[config.mk]
export PLATFORM = sky130hd
export DESIGN_NAME = tcoc_output_ctrl
export DESIGN_NICKNAME = d
export VERILOG_FILES = /design/src/shared/tcoc_pkg.sv /design/src/core/tcoc_output_ctrl.sv
export VERILOG_INCLUDE_DIRS = /design/src /design/src/shared
export SDC_FILE = /design/constraint.sdc
export NUM_CORES = 1
export LEC_CHECK = 0
export ABC_AREA = 1
export BUFFER_PORTS_ARGS = -buffer_cell sky130_fd_sc_hd__buf_4
export CORE_MARGIN = 3
export CORE_UTILIZATION = 52
export CTS_CLUSTER_DIAMETER = 80
export DETAILED_ROUTE_END_ITERATION = 6
export PLACE_DENSITY = 0.8
export SYNTH_ARGS = -nofsm -noshare
export SYNTH_HDL_FRONTEND = slang
export SYNTH_SLANG_ARGS = --single-unit
[constraint.sdc]
create_clock -name i_ref_clk -period 1.5 [get_ports i_ref_clk]
set_input_delay 0.3 -clock i_ref_clk [delete_from_list [all_inputs] [get_ports i_ref_clk]]
set_output_delay 0.3 -clock i_ref_clk [all_outputs]
set_load 0.005 [all_outputs]
[src/shared/tcoc_regs.svh]
// register offsets, field positions, reset values and timing counts
// guarded against repeated inclusion; plain word addresses on the register port
`ifndef TCOC_REGS_SVH
`define TCOC_REGS_SVH

// ------------------------------------------------------------------
// register offsets
// ------------------------------------------------------------------
`define TCOC_OFF_LEVEL     8'h00
`define TCOC_OFF_ENABLE    8'h01
`define TCOC_OFF_POLARITY  8'h02
`define TCOC_OFF_MODE      8'h03
`define TCOC_OFF_START_SEL 8'h04

// ------------------------------------------------------------------
// field positions and reset values
// ------------------------------------------------------------------
`define TCOC_CHAN_LSB      0
`define TCOC_RST_LEVEL     8'h00
`define TCOC_RST_ENABLE    8'h00
`define TCOC_RST_POLARITY  8'h00
`define TCOC_RST_MODE      8'h00
`define TCOC_RST_START_SEL 8'h00

// ------------------------------------------------------------------
// timing counts
// ------------------------------------------------------------------
`define TCOC_SET_DELAY_TICKS 1

`endif

[src/shared/tcoc_pkg.sv]
// types shared by the channel output control block
// assumes the register header supplies the numeric constants
package tcoc_pkg;

  // decoded register target of a bus access
  typedef enum logic [2:0] {
    TCOC_SEL_LEVEL,
    TCOC_SEL_ENABLE,
    TCOC_SEL_POLARITY,
    TCOC_SEL_MODE,
    TCOC_SEL_START_SEL,
    TCOC_SEL_NONE
  } tcoc_reg_sel_t;

  // output mode of one channel
  typedef enum logic {
    TCOC_MODE_MASTER = 1'b0,
    TCOC_MODE_SLAVE  = 1'b1
  } tcoc_out_mode_t;

endpackage

[src/core/tcoc_output_ctrl.sv]
// channel output latches of a multi-channel timer unit, with register port
// assumes timer counters supply one-cycle interrupt, start and count-tick pulses
`timescale 1ns/1ps
`include "tcoc_regs.svh"

module tcoc_output_ctrl #(
  parameter int NCH = 8,
  parameter int DW  = 16
) (
  input  wire logic            i_ref_clk,
  input  wire logic            i_sys_rst,
  input  wire logic [7:0]      i_addr,
  input  wire logic [DW-1:0]   i_wdata,
  input  wire logic            i_wr,
  input  wire logic            i_rd,
  output logic      [DW-1:0]   o_rdata,
  input  wire logic [NCH-1:0]  i_chan_irq,
  input  wire logic [NCH-1:0]  i_count_start,
  input  wire logic [NCH-1:0]  i_ivl_cap_mode,
  input  wire logic [NCH-1:0]  i_count_tick,
  output logic      [NCH-1:0]  o_chan_irq,
  output logic      [NCH-1:0]  o_chan_out
);

  // ------------------------------------------------------------------
  // register state
  // ------------------------------------------------------------------
  logic [NCH-1:0]          out_level_reg;
  logic [NCH-1:0]          out_level_next;
  logic [NCH-1:0]          out_enable_reg;
  logic [NCH-1:0]          out_polarity_reg;
  logic [NCH-1:0]          out_mode_reg;
  logic [NCH-1:0]          start_irq_sel_reg;
  logic [NCH-1:0]          set_pend_reg;
  logic [NCH-1:0]          set_pend_next;
  logic [NCH-1:0]          irq_eff;
  logic [NCH-1:0]          master_irq;
  logic [NCH-1:0]          set_ev;
  logic [NCH-1:0]          rst_ev;
  logic [DW-1:0]           rdata_reg;
  logic [DW-1:0]           rdata_next;
  tcoc_pkg::tcoc_reg_sel_t sel;
  logic                    lvl_wr;

  // ------------------------------------------------------------------
  // address decode
  // ------------------------------------------------------------------
  // one decode shared by reads and writes keeps the map in one place
  always_comb begin
    case (i_addr)
      `TCOC_OFF_LEVEL:     sel = tcoc_pkg::TCOC_SEL_LEVEL;
      `TCOC_OFF_ENABLE:    sel = tcoc_pkg::TCOC_SEL_ENABLE;
      `TCOC_OFF_POLARITY:  sel = tcoc_pkg::TCOC_SEL_POLARITY;
      `TCOC_OFF_MODE:      sel = tcoc_pkg::TCOC_SEL_MODE;
      `TCOC_OFF_START_SEL: sel = tcoc_pkg::TCOC_SEL_START_SEL;
      default:             sel = tcoc_pkg::TCOC_SEL_NONE;
    endcase
  end

  assign lvl_wr = i_wr && (sel == tcoc_pkg::TCOC_SEL_LEVEL);

  // ------------------------------------------------------------------
  // configuration registers
  // ------------------------------------------------------------------
  // none of these reach the counters; they steer the latches and the start interrupt
  always_ff @(posedge i_ref_clk) begin
    if (i_sys_rst) begin
      out_enable_reg    <= NCH'(`TCOC_RST_ENABLE);
      out_polarity_reg  <= NCH'(`TCOC_RST_POLARITY);
      out_mode_reg      <= NCH'(`TCOC_RST_MODE);
      start_irq_sel_reg <= NCH'(`TCOC_RST_START_SEL);
    end else if (i_wr) begin
      case (sel)
        tcoc_pkg::TCOC_SEL_ENABLE:    out_enable_reg    <= i_wdata[NCH-1:0];
        tcoc_pkg::TCOC_SEL_POLARITY:  out_polarity_reg  <= i_wdata[NCH-1:0];
        tcoc_pkg::TCOC_SEL_MODE:      out_mode_reg      <= i_wdata[NCH-1:0];
        tcoc_pkg::TCOC_SEL_START_SEL: start_irq_sel_reg <= i_wdata[NCH-1:0];
        default: begin
        end
      endcase
    end
  end

  // ------------------------------------------------------------------
  // read path
  // ------------------------------------------------------------------
  // reads never depend on enables; unmapped addresses return zero
  always_comb begin
    rdata_next = '0;
    if (i_rd) begin
      case (sel)
        tcoc_pkg::TCOC_SEL_LEVEL:     rdata_next[NCH-1:0] = out_level_reg;
        tcoc_pkg::TCOC_SEL_ENABLE:    rdata_next[NCH-1:0] = out_enable_reg;
        tcoc_pkg::TCOC_SEL_POLARITY:  rdata_next[NCH-1:0] = out_polarity_reg;
        tcoc_pkg::TCOC_SEL_MODE:      rdata_next[NCH-1:0] = out_mode_reg;
        tcoc_pkg::TCOC_SEL_START_SEL: rdata_next[NCH-1:0] = start_irq_sel_reg;
        default:                      rdata_next = '0;
      endcase
    end
  end

  // read data stands only in the cycle after the strobe
  always_ff @(posedge i_ref_clk) begin
    if (i_sys_rst) begin
      rdata_reg <= '0;
    end else begin
      rdata_reg <= rdata_next;
    end
  end

  // ------------------------------------------------------------------
  // per-channel event and latch logic
  // ------------------------------------------------------------------
  for (genvar c = 0; c < NCH; c++) begin : g_chan
    // master of a slave is the nearest even channel below it
    localparam int MST   = (c == 0) ? 0 : ((c - 1) / 2) * 2;
    localparam bit HAS_M = (c != 0);

    // start interrupt only in interval/capture mode with the bit set
    assign irq_eff[c] = i_chan_irq[c]
                      | (i_count_start[c] & i_ivl_cap_mode[c] & start_irq_sel_reg[c]);

    assign master_irq[c] = HAS_M ? irq_eff[MST] : 1'b0;

    // delayed master action and live polarity select the events
    assign set_ev[c] = out_polarity_reg[c] ? irq_eff[c]
                                           : (set_pend_reg[c] & i_count_tick[c]);
    assign rst_ev[c] = out_polarity_reg[c] ? (set_pend_reg[c] & i_count_tick[c])
                                           : irq_eff[c];

    // latch next value; software only reaches disabled channels
    always_comb begin
      if (!out_enable_reg[c]) begin
        // interrupts blocked, writes land
        out_level_next[c] = lvl_wr ? i_wdata[c] : out_level_reg[c];
      end else if (out_mode_reg[c] == tcoc_pkg::TCOC_MODE_MASTER) begin
        // polarity ignored, toggle on own interrupt; writes dropped
        out_level_next[c] = irq_eff[c] ? ~out_level_reg[c] : out_level_reg[c];
      end else if (rst_ev[c]) begin
        out_level_next[c] = 1'b0; // reset masks a coincident set
      end else if (set_ev[c]) begin
        out_level_next[c] = 1'b1;
      end else begin
        out_level_next[c] = out_level_reg[c];
      end
    end

    // pending master action waits for the next count tick
    always_comb begin
      if (!(out_enable_reg[c] && out_mode_reg[c])) begin
        set_pend_next[c] = 1'b0;
      end else if (master_irq[c]) begin
        set_pend_next[c] = 1'b1;
      end else if (i_count_tick[c]) begin
        set_pend_next[c] = 1'b0;
      end else begin
        set_pend_next[c] = set_pend_reg[c];
      end
    end
  end

  // ------------------------------------------------------------------
  // latch and pending registers
  // ------------------------------------------------------------------
  // latches start low so pins idle until a level is written or an enabled channel takes an event
  always_ff @(posedge i_ref_clk) begin
    if (i_sys_rst) begin
      out_level_reg <= NCH'(`TCOC_RST_LEVEL);
    end else begin
      out_level_reg <= out_level_next;
    end
  end

  // pending set cleared whenever the channel leaves enabled slave mode
  always_ff @(posedge i_ref_clk) begin
    if (i_sys_rst) begin
      set_pend_reg <= '0;
    end else begin
      set_pend_reg <= set_pend_next;
    end
  end

  // interrupts forwarded one cycle late so the output is a flip-flop
  always_ff @(posedge i_ref_clk) begin
    if (i_sys_rst) begin
      o_chan_irq <= '0;
    end else begin
      o_chan_irq <= irq_eff;
    end
  end

  // ------------------------------------------------------------------
  // outputs
  // ------------------------------------------------------------------
  assign o_chan_out = out_level_reg;
  assign o_rdata    = rdata_reg;

  // ------------------------------------------------------------------
  // checks
  // ------------------------------------------------------------------
  // latch and interrupt checks per channel; every antecedent but AST_NO_START_IRQ reads the registered configuration
  for (genvar k = 0; k < NCH; k++) begin : g_chk
    AST_MASTER_TOGGLE: assert property (
      @(posedge i_ref_clk) disable iff (i_sys_rst)
      (out_enable_reg[k] && !out_mode_reg[k] && irq_eff[k])
        |=> (out_level_reg[k] != $past(out_level_reg[k])))
      else $error("enabled master channel did not toggle");

    AST_DISABLED_BLOCKS_IRQ: assert property (
      @(posedge i_ref_clk) disable iff (i_sys_rst)
      (!out_enable_reg[k] && !lvl_wr) |=> $stable(out_level_reg[k]))
      else $error("disabled channel changed without a write");

    AST_SW_WRITE_TAKEN: assert property (
      @(posedge i_ref_clk) disable iff (i_sys_rst)
      (!out_enable_reg[k] && lvl_wr) |=> (out_level_reg[k] == $past(i_wdata[k])))
      else $error("write to disabled channel not applied");

    AST_ENABLED_IGNORES_WRITE: assert property (
      @(posedge i_ref_clk) disable iff (i_sys_rst)
      (out_enable_reg[k] && !out_mode_reg[k] && !irq_eff[k] && lvl_wr)
        |=> $stable(out_level_reg[k]))
      else $error("enabled channel took a software write");

    AST_RESET_WINS: assert property (
      @(posedge i_ref_clk) disable iff (i_sys_rst)
      (out_enable_reg[k] && out_mode_reg[k] && rst_ev[k] && set_ev[k])
        |=> !out_level_reg[k])
      else $error("set was not masked by coincident reset");

    AST_SET_DELAYED: assert property (
      @(posedge i_ref_clk) disable iff (i_sys_rst)
      (out_enable_reg[k] && out_mode_reg[k] && !out_polarity_reg[k]
       && master_irq[k] && !set_pend_reg[k] && !irq_eff[k] && !out_level_reg[k])
        |=> !out_level_reg[k])
      else $error("master set acted without count clock delay");

    AST_NO_START_IRQ: assert property (
      @(posedge i_ref_clk) disable iff (i_sys_rst)
      (i_count_start[k] && !i_ivl_cap_mode[k] && !i_chan_irq[k])
        |=> !o_chan_irq[k])
      else $error("start interrupt raised outside interval or capture");

    AST_START_IRQ: assert property (
      @(posedge i_ref_clk) disable iff (i_sys_rst)
      (i_count_start[k] && i_ivl_cap_mode[k] && start_irq_sel_reg[k])
        |=> o_chan_irq[k])
      else $error("start interrupt missing");

    AST_POL_NO_IMMEDIATE: assert property (
      @(posedge i_ref_clk) disable iff (i_sys_rst)
      (out_enable_reg[k] && out_mode_reg[k] && !set_ev[k] && !rst_ev[k])
        |=> $stable(out_level_reg[k]))
      else $error("slave output moved without an event");

    AST_POS_SLAVE_RESET: assert property (
      @(posedge i_ref_clk) disable iff (i_sys_rst)
      (out_enable_reg[k] && out_mode_reg[k] && !out_polarity_reg[k] && irq_eff[k])
        |=> !out_level_reg[k])
      else $error("positive slave output not reset by its own interrupt");

    AST_NEG_SLAVE_SET: assert property (
      @(posedge i_ref_clk) disable iff (i_sys_rst)
      (out_enable_reg[k] && out_mode_reg[k] && out_polarity_reg[k] && irq_eff[k]
       && !(set_pend_reg[k] && i_count_tick[k]))
        |=> out_level_reg[k])
      else $error("negative slave output not set by its own interrupt");

    AST_SET_ON_TICK: assert property (
      @(posedge i_ref_clk) disable iff (i_sys_rst)
      (out_enable_reg[k] && out_mode_reg[k] && !out_polarity_reg[k]
       && set_pend_reg[k] && i_count_tick[k] && !irq_eff[k])
        |=> out_level_reg[k])
      else $error("pending master set not applied at the count tick");

    AST_PEND_DROPPED: assert property (
      @(posedge i_ref_clk) disable iff (i_sys_rst)
      !(out_enable_reg[k] && out_mode_reg[k]) |=> !set_pend_reg[k])
      else $error("pending set kept outside enabled slave mode");

    AST_NO_STRAY_IRQ: assert property (
      @(posedge i_ref_clk) disable iff (i_sys_rst)
      (!i_chan_irq[k] && !(i_count_start[k] && start_irq_sel_reg[k])) |=> !o_chan_irq[k])
      else $error("interrupt raised without a cause");
  end

  // reset clears every pin whatever state came before, so no disable here
  AST_RESET_LOW: assert property (
    @(posedge i_ref_clk)
    i_sys_rst |=> (o_chan_out == '0))
    else $error("output latch not cleared by reset");

  AST_RDATA_IDLE: assert property (
    @(posedge i_ref_clk) disable iff (i_sys_rst)
    !i_rd |=> (o_rdata == '0))
    else $error("read data stood outside the cycle after a read");

  AST_READ_LEVEL: assert property (
    @(posedge i_ref_clk) disable iff (i_sys_rst)
    (i_rd && sel == tcoc_pkg::TCOC_SEL_LEVEL)
      |=> (o_rdata[NCH-1:0] == $past(out_level_reg)))
    else $error("level read did not return the latches");

  COV_MASTER_TOGGLE: cover property (
    @(posedge i_ref_clk) disable iff (i_sys_rst)
    out_enable_reg[0] && !out_mode_reg[0] && irq_eff[0]);

  COV_SLAVE_PWM_SET: cover property (
    @(posedge i_ref_clk) disable iff (i_sys_rst)
    out_enable_reg[1] && out_mode_reg[1] && set_ev[1] && !rst_ev[1]);

  COV_ZERO_DUTY: cover property (
    @(posedge i_ref_clk) disable iff (i_sys_rst)
    out_enable_reg[1] && out_mode_reg[1] && set_ev[1] && rst_ev[1]);

  COV_MASKED_WRITE: cover property (
    @(posedge i_ref_clk) disable iff (i_sys_rst)
    lvl_wr && (out_enable_reg != '0) && (out_enable_reg != '1));

  COV_START_IRQ: cover property (
    @(posedge i_ref_clk) disable iff (i_sys_rst)
    i_count_start[2] && i_ivl_cap_mode[2] && start_irq_sel_reg[2]);

endmodule // tcoc_output_ctrl

==> results.cfg <==
[logic_synthesis]
synth.distinct_cells = 25
synthMuxAreaShare_pct = 0
synth_top_family_by_area = simple AND/OR/NAND/NOR gates
synthAdderAreaFrac_pct = 0
synth_compound_area_share_pct = 11.5
yosysTopAreaCell = dfxtp_1
ys_seq_elements = 63
avgSynthCellArea_um2 = 6.52
synthXorXnorAreaFrac_pct = 0
synthTopCellsByArea = dfxtp_1 (39%), nor2_1 (11%), nand2_1 (10%)
yosysWarnings = 0
synthCells = 499
syn-cell-area_um2 = 3260
yosys.area_share.simple_pct = 38.5
yosysSeqAreaShare_pct = 38.7
synth_top_area_share_pct = 38.7

[place]
place_congestion = 0.921
port_buffers = 74
placedCellCount = 660
dp_hpwl_um = 7090

[sta]
min_period_ns = 1.34
fmax_mhz = 746
grt_setup_unrepaired = false
finalSetupTns_ns = 0
fin_skew_ns = 0.00650
slew_violations = 0
hold-worst-slack_ns = 0.224
finalSetupViolCount = 0
finalHoldViolCount = 0
min_period_over_period_pct = 89.4

[global_routing]
antenna_found_initial = 0
grt_pass1_vias = 3464
overflow = 0
grt_pass1_wl_um = 16300
grt_max_degree = 28
grt_use_total_pct = 28.1

[worst_setup_path]
critPathKind = primary input to register
timing.rr.end = o_chan_out[2]
r2r_start = out_mode_reg[2]
critPathLaunchType = primary input
cp_max_fo = 6
arrival_ns = 1.60
worstRegToRegCells = 7
cp-end-kind = register
reg2reg_slack_ns = 0.37
cp.required_ns = 1.76

[finish]
final_util_pct = 70.3
diodes = 0
final_common_cell = buf_4
area_growth_pct = 29.3
drive_gt1_share_pct = 22.5
stdcell_count = 676
layout_common_cells = buf_4 (99), nor2_1 (95), nand2_1 (89), dfxtp_1 (63), inv_1 (59)
fin_nets = 656

[clock_network]
cts_hold_buf = 0
cts-root-buf = clkbuf_8
clkTransAtPathRegs_ns = 0.07
clock_sink_count = 63
post_cts_buffers = 0
post_cts_resized = 0
clk_path_buf_depth = 2
htree_levels = 3
insertion_delay_ns = 0.34
cts_made_buffers = 9
cts_tree = done

[power]
power.leakage_nw = 1.97
power_density_nw_per_um2 = 829
vdd_drop_max_mv = 0.717

[die]
die_x_um = 85.1
start_util_pct = 54.3
die_h_um = 85.1
fp-row-count = 28
die_area_um2 = 7250
core_um2 = 5990
ios = 92

[hold_path]
hold_class = primary input to register
hp-start = i_wdata[1]
holdPathStages = 3
min_to = start_irq_sel_reg[1]

[detailed_routing]
drc = 0
firstDrtPassIters = 5
totalWireLength_um = 9750
antenna_left = 0
vias = 3645
first_iter_violations = 369
vias_per_cell = 5.39
avgRoutedWirePerCell_um = 14.4

[status]
run_status = finished clean

[run]
max_cap_violations = 0
-- worst max path at each step --
stage / endpoint / from / cells past startpoint / slack [ns]
floorplan: start_irq_sel_reg[0] / i_addr[5] / 8 / 0.19
detailed placement: o_chan_out[4] / i_addr[3] / 9 / -0.1
global placement: out_mode_reg[6] / i_addr[5] / 8 / -0.06
CTS: o_rdata[0] / i_addr[7] / 9 / 0.26
finish: o_rdata[0] / i_addr[7] / 9 / 0.16
global route: o_rdata[6] / i_addr[7] / 9 / 0.06
-- cells by family after synthesis --
family / Yosys count
compound gates: 74
simple gates: 276
flops: 63
buf+inv: 85
other cells: 1
-- worst max-delay path, cell delays in order --
cell and delay [ns]:
buf_4 0.10, nor2_1 0.09, nand2_1 0.08, buf_4 0.16, nor2_4 0.11, nand3_1 0.28, o21ai_0 0.26, nor2_1 0.07
nor2_1 0.14
-- synth_stat cells (all sizes together) --
cell type	number
a21oi	20
nand3	46
nand4	15
or2	7
inv	64
nor3	18
dfxtp	63
conb	1
clkbuf	9
o211ai	1
o21ai	52
o21a	1
buf	12
nand2	90
nor2	100
-- stage by stage --
step	power, mW	instance area [um^2]	setup slack [ns]
finish	3.49	4210	0.159
global route	3.61	4210	0.0609
CTS	3.50	4210	0.257
detailed placement	2.06	4020	-0.0982
global placement	2.05	4020	-0.0580
floorplan	1.87	3280	0.192
-- report_power, final --
group	leakage [nW]	internal, mW	switching (mW)
clock	0.100	0.806	0.657
sequential	0.510	1.69	0.00578
combinational	1.36	0.158	0.176
-- routing by layer --
layer	routed length [um]	global-route usage (%)	vias to the layer above	share of wire [%]
met2	4560	44.9	190	47
li1	-	-	1780	-
met1	3960	35.9	1642	41
met3	852	5.44	33	8.7
met4	368	14.5	0	3.8
met5	0	0	-	0
-- layout make-up --
class                           count  area (um^2)
Inverter                           64          240
Sequential cell                    63         1260
Multi-Input combinational cell    358         1660
Fill cell                         542         1780
Clock inverter                      4         45.0
Clock buffer                       12          145
Tap cell                           75         93.8
Timing Repair Buffer              100          763
Note: power is estimated with default switching activity, not from simulation.
